**src/rtl/btmc_consts.svh**
```systemverilog
// Constants of the bus transceiver mode control block
`ifndef BTMC_CONSTS_SVH
`define BTMC_CONSTS_SVH
`define BTMC_ADDR_BUS_CTRL 7'h04
`define BTMC_ADDR_BUS_AUX 7'h05
`define BTMC_BUS_CTRL_RST 8'h20
`define BTMC_BUS_AUX_RST 8'h00
`define BTMC_BUS_AUX_FS 8'h01
`define BTMC_FLASH_BIT 7
`define BTMC_LSM_BIT 6
`define BTMC_TXTO_BIT 5
`define BTMC_LIN1_HI 4
`define BTMC_LIN1_LO 3
`define BTMC_SWK_BIT 2
`define BTMC_CAN_HI 1
`define BTMC_CAN_LO 0
`define BTMC_PEAK_BIT 5
`define BTMC_SECOND_LOCAL_BUS_MODE_HI 1
`define BTMC_SECOND_LOCAL_BUS_MODE_LO 0
`define BTMC_MODE_OFF 2'h0
`define BTMC_MODE_WAKE 2'h1
`define BTMC_MODE_RX 2'h2
`define BTMC_MODE_NORMAL 2'h3
`define BTMC_FRAME_BITS 5'h10
`define BTMC_ADDR_BITS 5'h08
`define BTMC_CNT_MAX 5'h1F
`define BTMC_WR_BIT 15
`define BTMC_AUX_ZERO_MASK 8'hDC
`endif

```
**src/rtl/btmc_pkg.sv**
```systemverilog
// Types of the bus transceiver mode control block
package btmc_pkg;
  typedef enum logic [1:0] {
    st_idle = 2'b01,
    st_shift = 2'b10
  } btmc_state_t;
  typedef logic [1:0] btmc_mode_t;
endpackage

```
**src/rtl/btmc_frame_if.sv**
```systemverilog
// Frame results passed from the serial port to the register bank
`timescale 1ns/1ps
interface btmc_frame_if;
  logic frame_done;
  logic frame_ok;
  logic is_write;
  logic [6:0] addr;
  logic [7:0] wdata;
  logic [6:0] rd_addr;
  logic [7:0] rdata;
  modport port_side (output frame_done, frame_ok, is_write, addr, wdata, rd_addr, input rdata);
  modport reg_side (input frame_done, frame_ok, is_write, addr, wdata, rd_addr, output rdata);
endinterface

```
**src/rtl/btmc_regs.sv**
```systemverilog
// Bus transceiver mode control registers with serial register port
// What this block does
// - Bit 7 disables LIN slope control
// - Bit 6 selects LIN low slope
// - Bit 5 enables LIN transmit time-out
// - Bits 4:3 set first LIN mode
// - Bits 2:0 set CAN mode, selective wake
// - Hardware never alters CAN selective wake bit
// - Slope bits take effect at select release
// - Sleep without system error: CAN normal to wake
// - CAN receive-only: wake on Sleep, kept on Stop
// - CAN off or wake kept on Sleep/Stop
// - Fail-safe loads wake-capable defaults
// - Restart keeps top bits, loads cause modes
// - Auxiliary bit 5 selects regulator peak threshold
// - Peak bit writable only in Init/Normal
// - Ignored peak write raises no error or interrupt
// - Auxiliary bits 1:0 set second LIN mode
// - Auxiliary reserved bits read zero
// - Global option: all status bits interrupt
`timescale 1ns/1ps
`include "btmc_consts.svh"
module btmc_regs (
  input wire logic mclk_i,
  input wire logic reset_i,
  input wire logic chip_select_n_i,
  input wire logic sclk_i,
  input wire logic sdi_i,
  output logic sdo_o,
  output logic sdo_oe_o,
  input wire logic init_normal_mode_i,
  input wire logic stop_mode_i,
  input wire logic system_error_flag_i,
  input wire logic sleep_entry_i,
  input wire logic stop_entry_i,
  input wire logic failsafe_entry_i,
  input wire logic restart_entry_i,
  input wire logic [1:0] restart_lin_mode_i,
  input wire logic [1:0] restart_can_mode_i,
  input wire logic [1:0] restart_second_lin_mode_i,
  input wire logic wake_event_i,
  input wire logic status_event_i,
  input wire logic global_interrupt_i,
  output logic lin_flash_o,
  output logic low_slope_select_o,
  output logic transmit_timeout_enable_o,
  output logic [1:0] lin_mode_o,
  output logic [1:0] can_mode_o,
  output logic selective_wake_o,
  output logic [1:0] second_local_bus_mode_o,
  output logic regulator_peak_threshold_o,
  output logic spi_fail_o,
  output logic external_wake_load_o,
  output logic int_o
);
  // ****************************************
  // Serial port
  // ****************************************
  btmc_frame_if fr ();
  btmc_spi_frame u_port (
    .mclk_i(mclk_i),
    .reset_i(reset_i),
    .chip_select_n_i(chip_select_n_i),
    .sclk_i(sclk_i),
    .sdi_i(sdi_i),
    .sdo_o(sdo_o),
    .sdo_oe_o(sdo_oe_o),
    .fr(fr)
  );
  // ****************************************
  // Read decode
  // ****************************************
  function automatic logic [7:0] rd_reg(input logic [6:0] a, input logic [7:0] b1,
                                        input logic pk, input logic [1:0] l2);
    logic [7:0] r;
    r = 8'h00;
    case (a)
      `BTMC_ADDR_BUS_CTRL: r = b1;
      `BTMC_ADDR_BUS_AUX: begin
        // Reserved positions stay zero
        r[`BTMC_PEAK_BIT] = pk;
        r[`BTMC_SECOND_LOCAL_BUS_MODE_HI:`BTMC_SECOND_LOCAL_BUS_MODE_LO] = l2;
      end
      default: r = 8'h00;
    endcase
    return r;
  endfunction
  // ****************************************
  // Register bank
  // ****************************************
  logic [7:0] bus_ff, nxt_bus;
  logic peak_ff, nxt_peak;
  logic [1:0] second_local_bus_mode_ff, nxt_second_local_bus_mode;
  logic fail_ff, nxt_fail, ext_ff, nxt_ext, int_ff, nxt_int;
  logic wr_ok, wr_bus, wr_aux, peak_open, hw_evt;
  btmc_pkg::btmc_mode_t can_lo;
  // Named copies so that single fields can be selected from the reset and fail-safe words
  localparam logic [7:0] aux_rst_val = `BTMC_BUS_AUX_RST;
  localparam logic [7:0] aux_fs_val = `BTMC_BUS_AUX_FS;
  assign wr_ok = fr.frame_done & fr.frame_ok & fr.is_write;
  assign wr_bus = wr_ok & (fr.addr == `BTMC_ADDR_BUS_CTRL);
  assign wr_aux = wr_ok & (fr.addr == `BTMC_ADDR_BUS_AUX);
  assign peak_open = init_normal_mode_i & ~stop_mode_i;
  assign hw_evt = sleep_entry_i | stop_entry_i | failsafe_entry_i | restart_entry_i;
  assign can_lo = bus_ff[`BTMC_CAN_HI:`BTMC_CAN_LO];
  assign fr.rdata = rd_reg(fr.rd_addr, bus_ff, peak_ff, second_local_bus_mode_ff);
  always_comb begin
    nxt_bus = bus_ff;
    nxt_peak = peak_ff;
    nxt_second_local_bus_mode = second_local_bus_mode_ff;
    nxt_fail = 1'b0;
    nxt_ext = 1'b0;
    // Only wake sources interrupt unless the global option is set
    nxt_int = wake_event_i | (global_interrupt_i & status_event_i);
    if (wr_bus) begin
      // Whole register written; slope bits act at once
      nxt_bus = fr.wdata;
    end
    if (wr_aux) begin
      nxt_second_local_bus_mode = fr.wdata[`BTMC_SECOND_LOCAL_BUS_MODE_HI:`BTMC_SECOND_LOCAL_BUS_MODE_LO];
      if (peak_open) begin
        nxt_peak = fr.wdata[`BTMC_PEAK_BIT];
      end
    end
    // A refused peak write is silent; only malformed frames flag
    if (fr.frame_done && !fr.frame_ok) begin
      nxt_fail = 1'b1;
    end
    // Mode events win over a write in the same cycle
    if (sleep_entry_i) begin
      if (can_lo == `BTMC_MODE_NORMAL && !system_error_flag_i) begin
        nxt_bus[`BTMC_CAN_HI:`BTMC_CAN_LO] = `BTMC_MODE_WAKE;
      end else if (can_lo == `BTMC_MODE_RX) begin
        nxt_bus[`BTMC_CAN_HI:`BTMC_CAN_LO] = `BTMC_MODE_WAKE;
      end else begin
        nxt_bus[`BTMC_CAN_HI:`BTMC_CAN_LO] = can_lo;
      end
    end
    if (stop_entry_i) begin
      // Stop keeps every CAN mode, receive-only included
      nxt_bus[`BTMC_CAN_HI:`BTMC_CAN_LO] = can_lo;
    end
    if (restart_entry_i) begin
      nxt_bus[`BTMC_LIN1_HI:`BTMC_LIN1_LO] = restart_lin_mode_i;
      nxt_bus[`BTMC_CAN_HI:`BTMC_CAN_LO] = restart_can_mode_i;
      nxt_second_local_bus_mode = restart_second_lin_mode_i;
    end
    if (failsafe_entry_i) begin
      // Selective wake bit kept so that only software ever moves it
      nxt_bus[`BTMC_LIN1_HI:`BTMC_LIN1_LO] = `BTMC_MODE_WAKE;
      nxt_bus[`BTMC_CAN_HI:`BTMC_CAN_LO] = `BTMC_MODE_WAKE;
      nxt_peak = aux_fs_val[`BTMC_PEAK_BIT];
      nxt_second_local_bus_mode = `BTMC_MODE_WAKE;
      nxt_ext = 1'b1;
    end
  end
  always_ff @(posedge mclk_i or posedge reset_i) begin
    if (reset_i) begin
      bus_ff <= `BTMC_BUS_CTRL_RST;
      peak_ff <= aux_rst_val[`BTMC_PEAK_BIT];
      second_local_bus_mode_ff <= aux_rst_val[`BTMC_SECOND_LOCAL_BUS_MODE_HI:`BTMC_SECOND_LOCAL_BUS_MODE_LO];
      fail_ff <= 1'b0;
      ext_ff <= 1'b0;
      int_ff <= 1'b0;
    end else begin
      bus_ff <= nxt_bus;
      peak_ff <= nxt_peak;
      second_local_bus_mode_ff <= nxt_second_local_bus_mode;
      fail_ff <= nxt_fail;
      ext_ff <= nxt_ext;
      int_ff <= nxt_int;
    end
  end
  // ****************************************
  // Outputs
  // ****************************************
  assign lin_flash_o = bus_ff[`BTMC_FLASH_BIT];
  assign low_slope_select_o = bus_ff[`BTMC_LSM_BIT];
  assign transmit_timeout_enable_o = bus_ff[`BTMC_TXTO_BIT];
  assign lin_mode_o = bus_ff[`BTMC_LIN1_HI:`BTMC_LIN1_LO];
  assign can_mode_o = bus_ff[`BTMC_CAN_HI:`BTMC_CAN_LO];
  assign selective_wake_o = bus_ff[`BTMC_SWK_BIT];
  assign second_local_bus_mode_o = second_local_bus_mode_ff;
  assign regulator_peak_threshold_o = peak_ff;
  assign spi_fail_o = fail_ff;
  assign external_wake_load_o = ext_ff;
  assign int_o = int_ff;
endmodule // btmc_regs

```
**src/rtl/btmc_spi_frame.sv**
```systemverilog
// Serial register port: synchronisers, frame shifter and read return
`timescale 1ns/1ps
`include "btmc_consts.svh"
module btmc_spi_frame (
  input wire logic mclk_i,
  input wire logic reset_i,
  input wire logic chip_select_n_i,
  input wire logic sclk_i,
  input wire logic sdi_i,
  output logic sdo_o,
  output logic sdo_oe_o,
  btmc_frame_if.port_side fr
);
  // ****************************************
  // Synchronisers
  // ****************************************
  logic csn_s1_ff, csn_s2_ff, sclk_s1_ff, sclk_s2_ff, sdi_s1_ff, sdi_s2_ff, sclk_d_ff;
  always_ff @(posedge mclk_i or posedge reset_i) begin
    if (reset_i) begin
      csn_s1_ff <= 1'b1;
      csn_s2_ff <= 1'b1;
      sclk_s1_ff <= 1'b0;
      sclk_s2_ff <= 1'b0;
      sdi_s1_ff <= 1'b0;
      sdi_s2_ff <= 1'b0;
      sclk_d_ff <= 1'b0;
    end else begin
      csn_s1_ff <= chip_select_n_i;
      csn_s2_ff <= csn_s1_ff;
      sclk_s1_ff <= sclk_i;
      sclk_s2_ff <= sclk_s1_ff;
      sdi_s1_ff <= sdi_i;
      sdi_s2_ff <= sdi_s1_ff;
      sclk_d_ff <= sclk_s2_ff;
    end
  end
  // ****************************************
  // Frame shifter
  // ****************************************
  btmc_pkg::btmc_state_t st_ff, nxt_st;
  logic [4:0] cnt_ff, nxt_cnt;
  logic [15:0] rx_ff, nxt_rx;
  logic [7:0] tx_ff, nxt_tx;
  logic done_ff, nxt_done, ok_ff, nxt_ok, wr_ff, nxt_wr;
  logic [6:0] addr_ff, nxt_addr;
  logic [7:0] wdata_ff, nxt_wdata;
  logic sdo_ff, nxt_sdo, oe_ff, nxt_oe, rise, fall;
  assign rise = sclk_s2_ff & ~sclk_d_ff;
  assign fall = ~sclk_s2_ff & sclk_d_ff;
  always_comb begin
    nxt_st = st_ff;
    nxt_cnt = cnt_ff;
    nxt_rx = rx_ff;
    nxt_tx = tx_ff;
    nxt_done = 1'b0;
    nxt_ok = ok_ff;
    nxt_wr = wr_ff;
    nxt_addr = addr_ff;
    nxt_wdata = wdata_ff;
    case (st_ff)
      btmc_pkg::st_idle: begin
        if (!csn_s2_ff) begin
          nxt_st = btmc_pkg::st_shift;
          nxt_cnt = 5'h00;
          nxt_tx = 8'h00;
        end
      end
      btmc_pkg::st_shift: begin
        if (csn_s2_ff) begin
          // Commit only when the select returns high
          nxt_st = btmc_pkg::st_idle;
          nxt_done = 1'b1;
          nxt_ok = (cnt_ff == `BTMC_FRAME_BITS);
          nxt_wr = rx_ff[`BTMC_WR_BIT];
          nxt_addr = rx_ff[14:8];
          nxt_wdata = rx_ff[7:0];
        end else if (rise) begin
          nxt_rx = {rx_ff[14:0], sdi_s2_ff};
          if (cnt_ff != `BTMC_CNT_MAX) begin
            nxt_cnt = cnt_ff + 5'h01;
          end
        end else if (fall) begin
          // Read data loads on the falling edge after the address byte
          if (cnt_ff == `BTMC_ADDR_BITS) begin
            nxt_tx = fr.rdata;
          end else begin
            nxt_tx = {tx_ff[6:0], 1'b0};
          end
        end
      end
      default: nxt_st = btmc_pkg::st_idle;
    endcase
    nxt_sdo = nxt_tx[7];
    nxt_oe = (nxt_st == btmc_pkg::st_shift);
  end
  always_ff @(posedge mclk_i or posedge reset_i) begin
    if (reset_i) begin
      st_ff <= btmc_pkg::st_idle;
      cnt_ff <= 5'h00;
      rx_ff <= 16'h0000;
      tx_ff <= 8'h00;
      done_ff <= 1'b0;
      ok_ff <= 1'b0;
      wr_ff <= 1'b0;
      addr_ff <= 7'h00;
      wdata_ff <= 8'h00;
      sdo_ff <= 1'b0;
      oe_ff <= 1'b0;
    end else begin
      st_ff <= nxt_st;
      cnt_ff <= nxt_cnt;
      rx_ff <= nxt_rx;
      tx_ff <= nxt_tx;
      done_ff <= nxt_done;
      ok_ff <= nxt_ok;
      wr_ff <= nxt_wr;
      addr_ff <= nxt_addr;
      wdata_ff <= nxt_wdata;
      sdo_ff <= nxt_sdo;
      oe_ff <= nxt_oe;
    end
  end
  assign fr.frame_done = done_ff;
  assign fr.frame_ok = ok_ff;
  assign fr.is_write = wr_ff;
  assign fr.addr = addr_ff;
  assign fr.wdata = wdata_ff;
  assign fr.rd_addr = rx_ff[6:0];
  assign sdo_o = sdo_ff;
  assign sdo_oe_o = oe_ff;
endmodule // btmc_spi_frame

```
**config.mk**
```make
export PLATFORM = sky130hd
export DESIGN_NAME = btmc_regs
export DESIGN_NICKNAME = d
export VERILOG_FILES = /design/src/rtl/btmc_pkg.sv /design/src/rtl/btmc_frame_if.sv /design/src/rtl/btmc_regs.sv /design/src/rtl/btmc_spi_frame.sv
export VERILOG_INCLUDE_DIRS = /design/src /design/src/rtl
export SDC_FILE = /design/constraint.sdc
export NUM_CORES = 1
export LEC_CHECK = 0
export ABC_AREA = 1
export BUFFER_PORTS_ARGS = -buffer_cell sky130_fd_sc_hd__buf_2
export CAP_MARGIN = 20
export CORE_MARGIN = 5
export CORE_UTILIZATION = 57
export CTS_CLUSTER_SIZE = 12
export DETAILED_ROUTE_END_ITERATION = 8
export HOLD_SLACK_MARGIN = 0.1
export PLACE_DENSITY = 0.78
export RECOVER_POWER = 100
export SYNTH_ARGS = -nofsm -noshare
export SYNTH_HDL_FRONTEND = slang
export SYNTH_SLANG_ARGS = --single-unit
export TNS_END_PERCENT = 30
```
**constraint.sdc**
```tcl
create_clock -name mclk_i -period 3.32 [get_ports mclk_i]
set_clock_uncertainty 0.1 [all_clocks]
set_input_delay 0.664 -clock mclk_i [delete_from_list [all_inputs] [get_ports mclk_i]]
set_output_delay 0.664 -clock mclk_i [all_outputs]
set_load 0.05 [all_outputs]
```
# == Word-level counts from Yosys, hierarchy flattened ==
# Index checks and enable logic that the tools add are counted.
# word_totals
elab_cells,113
inputBits,21
out_inout_bits,16
reg_bits,71
# classes
reduce_logical,16
eq_ne,20
n_bitwise,13
mux,37
add_sub_neg,1
# op_table
op,n
$mux 8,5
$eq 7x3->1 const B,4
$mux 2,14
$mux 5,5
$pmux 8 s2,1
$pmux 5 s2,1
$reduce_and 5->1,2
$and 1x1->1,8
$eq 2x2->1 const B,4
$pmux 2 s2,2
$mux 1,7
$ne 2x1->1 const B,3
$ne 2x2->1 const B,3
$reduce_and 3->1,2
$reduce_bool 2->1,3
$reduce_bool 3->1,2
$add 5x1->5 const B,1
$eq 5x4->1 const B,1
$eq 5x5->1 const B,1
$ne 5x1->1 const B,1
$ne 5x5->1 const B,1
$not 1->1,4
$reduce_and 2->1,2
$reduce_bool 4->1,1
7 further kinds,9

# == Longest topological paths before layout ==
# depth
word_depth,8
mapped_depth,12
depth_no_buf,12

# == Cells and area by module ==
# From an unflattened synthesis, not the netlist that was laid out.
# unflattened
cells_unflattened,396
hier_area_um2,3369.5
# by_module_without_submodules
mod,seq_area_each_um2,area_each_um2,n_inst,cells_each
btmc_spi_frame,1430.1,2483.6,1,265
btmc_regs,351.6,885.8,1,131

# == Least setup slack after synthesis ==
# No wires, ideal clock.
# synth_path
path_type,register to register
startpoint,register u_port.st_ff[0]
endpoint,register u_port.tx_ff[7]
n_path_buf,1
required_ns,3.102
stages_incl_launch_ff,10
slack_ns,1.695
setup_ns,0.118
synth_period_minus_slack_ns,1.625
arrival_time_ns,1.408
cell_sequence,dfstp_2 -> inv_1 -> ha_1 -> buf_6 -> nand2_4 -> nand3_4 -> nor2_2 -> inv_1 -> nand2_1 -> nand2_1
# synth_via
elab_chain_len,3
word_cells_on_any_way,9
cone_classes,6 x eq/ne; 1 x mux; 2 x reduce/logical
# synth_rtl
item,line,text
from (decl),btmc_spi_frame.sv:40,"btmc_pkg::btmc_state_t st_ff, nxt_st;"
from (signal assigned),btmc_spi_frame.sv:98,st_ff <= btmc_pkg::st_idle;
from (signal assigned),btmc_spi_frame.sv:110,st_ff <= nxt_st;
$eq 2x2->1 / $eq 2x1->1 (equally long branches),btmc_spi_frame.sv:60,case (st_ff)
"$ne 2x2->1 (no source line), or another cell as far along",-,
$reduce_and 5->1 (no source line),-,
to (signal assigned),btmc_spi_frame.sv:113,tx_ff <= nxt_tx;
to (decl),btmc_spi_frame.sv:43,"logic [7:0] tx_ff, nxt_tx;"
# Parallel ways exist; a longest one is shown, timed or not.
# A chain may end at the register's enable or synchronous reset.

# == Worst setup path after layout ==
# layout_path
startpoint,register u_port.st_ff[0]
endpoint,register u_port.tx_ff[5]
# The elaborated chain is that of the path after synthesis.

==> results.toml <==
[yosys]
yosysSeqAreaShare_pct = 56.40
syn_inst = 374
synth_top_area_share_pct = 53.07
syn_area_um2 = 3159
ys_async_sr_fraction_pct = 100.0
synth_area_per_cell_um2 = 8.447
ys_seq_elements = 71
synth_ff_type = "dfrtp_1"
synth_cell_types = 27
synth-edff-count = 0
synth-warning-count = 0
synth_fp_nets = 400
netlist.top_cell.by_area = "dfrtp_1"
yosys-top-cells-area = "dfrtp_1 53%, nand2_1 14%, inv_1 5.5%"

[clocking]
cts-htree-levels = 3
clock_sinks = 71
clockRootBuffer = "clkbuf_8"
clkLatencyLatePin_ns = 0.34
cts_hold_buf = 0
tritoncts = "done"
cts-resized-gates = 0
post_cts_buffers = 0
cts_buffers = 9
cts_max_path_buffers = 2
clk_pin_slew_ns = 0.08

[layout]
area_delta_synth_final_pct = 13.66
final_area_um2 = 3591
num_antenna_cells = 0
nFillCells = 460
fin_util_pct = 66.02
multi_input_area_um2 = 1112
drive_above_1_share_pct = 11.69
seqCellArea_um2 = 1782
nets = 440

[drt]
drc = 0
drtIter0Drc = 133
wl_per_cell_um = 12.68
first_pass_iters = 4
via_per_inst = 4.976
drt_wl_total_mm = 6.228
postRouteAntennaNets = 0
via_count = 2443

[place]
placed_area_um2 = 3406
io_buffers = 36
post-dp-hpwl_mm = 4.458
globalplace.congestion = 0.7941

[worst_setup_path]
crit_fanout = 36
worstPathRequired_ns = 3.51
cp-end-kind = "register"
cp-start-kind = "register"
critical_path_class = "register to register"
arrival_ns = 2.80

[global_route]
track_usage_pct = 18.85
grt_pass1_wl_mm = 10.87
antenna_found_initial = 0
gr-total-overflow = 0
grt_max_degree = 45
grt_pass1_vias = 2482

[sta]
rsz0062_at_grt = "no"
worstMarginPinSlew_ns = 1.073
period_share_pct = 78.72
setup_tns_ns = 0
clock.fmax_mhz = 382.6
max_slew_margin_pct = 28.49
slew_violations = 0
setup_viol = 0
hold_viol = 0
finalCriticalPeriod_ns = 2.613

[die]
top_level_ports = 37
core-area_um2 = 5439
dieHeight_um = 84.45
dieWidth_um = 84.45
die-area_um2 = 7132
initial_core_util_pct = 58.09
rows = 27

[job]
cap_violations = 0

[pwr]
ir_drop_mv = 0.2588
powerDensity_nw_per_um2 = 600.6
leakage_nw = 1.744

[run_status]
status = "finished clean"

[hold_path]
hp-class = "register to register"
power breakdown:
part,internal (W),leakage [nW],total (W),switching [W]
clock network,0.000520,0.116,0.000838,0.000318
registers,0.000915,0.948,0.000948,0.0000324
logic,0.0000988,0.680,0.000371,0.000272
total,0.00153,1.74,0.00216,0.000623
metrics by stage:
step	total power, W	worst slack (ns)	hold WS (ns)	instances
3_5_place_dp	0.001358	1.124	0.2397	475
2_1_floorplan	0.001266	0.7661	0.2312	374
4_1_cts	0.002194	1.117	0.2569	491
3_3_place_gp	0.001349	1.226	0.2324	475
6_report	0.002157	0.7065	0.2523	491
5_1_grt	0.002257	0.4700	0.2701	491
layer usage:
metal | vias to the layer above | wire length [um] | GRT usage (%)
li1 | 1253 | - | -
met1 | 1143 | 2919 | 24.29
met2 | 37 | 2973 | 31.21
met3 | 10 | 228 | 2.846
met4 | 0 | 106 | 9.209
met5 | - | 0 | 0
Yosys cell counts (2+ instances only):
cell type  number
nand2_1       120
nor2_2          4
o21ai_1        16
a21oi_1         9
o21ai_0        26
nor2_1         24
dfrtp_1        67
inv_2           5
nand3_1        19
dfstp_2         4
nand2_2         2
buf_2           5
nor2_4          2
nand2_4         2
clkbuf_1        2
inv_1          46
ha_1            5
nand4_1         5
nor3_1          3
cells in the final DEF (no fill, tap or decap), types with 2 or more instances in the layout:
master and count:
a21oi_1 9, buf_2 19, bufinv_16 3, clkbuf_1 18, clkbuf_8 10, clkinvlp_4 2, dfrtp_1 67, dfstp_2 4
ha_1 5, inv_1 49, inv_2 2, nand2_1 123, nand3_1 19, nand4_1 5, nor2_1 27, nor2_2 2
nor3_1 3, o21ai_0 41
critical path, cell delays in order (launching register included):
cell and delay [ns]:
dfstp_2 0.54, inv_1 0.05, ha_1 0.31, nand2_1 0.79, nand3_4 0.13, nor2_1 0.21
nand2_1 0.17, nor2_1 0.14, nand2_1 0.07, nand2_1 0.06
flip-flops by register name (all words and copies together), names as in the netlist, 2 cells and up:
name,count
u_port.cnt_ff,5
u_port.tx_ff,8
bus_ff,8
u_port.st_ff,2
u_port.rx_ff,16
second_local_bus_mode_o,2
u_port.fr.wdata,8
u_port.fr.addr,7
cell type report:
| type | instances | share of cell area [%] |
|---|---|---|
| clock buffers | 11 | 3.937 |
| clock inverters | 5 | 2.927 |
| inverters | 52 | 5.470 |
| multi-input cells | 243 | 30.98 |
| flip-flops and latches | 71 | 49.62 |
| well taps | 72 | 2.509 |
| repair buffers | 37 | 4.564 |
cell families (layout without fill, tap and decap cells):
| kind of cell | count (synthesis) | count (layout) | synth area share [%] |
|---|---|---|---|
| AOI/OAI and AO/OA | 54 | 54 | 8.753 |
| buffers and inverters | 60 | 105 | 7.604 |
| adders and majority gates | 5 | 5 | 1.980 |
| DFF | 71 | 71 | 56.40 |
| and+or+nand+nor | 184 | 184 | 25.27 |
path summary, 6_finish.rpt:
kind	startpoint	endpoint	slack [ns]	depth (start not counted)
min in group asynchronous	reset_i	u_port.cnt_ff[2]	0.45	2
worst min register to register	u_port.sclk_s1_ff	u_port.sclk_s2_ff	0.25	0
worst max register to register	u_port.st_ff[0]	u_port.tx_ff[5]	0.71	9
worst min-delay path	u_port.sclk_s1_ff	u_port.sclk_s2_ff	0.25	0
max in group asynchronous	reset_i	u_port.rx_ff[2]	1.08	3
worst max-delay path	u_port.st_ff[0]	u_port.tx_ff[5]	0.71	9
(Power assumes the default switching activity.)
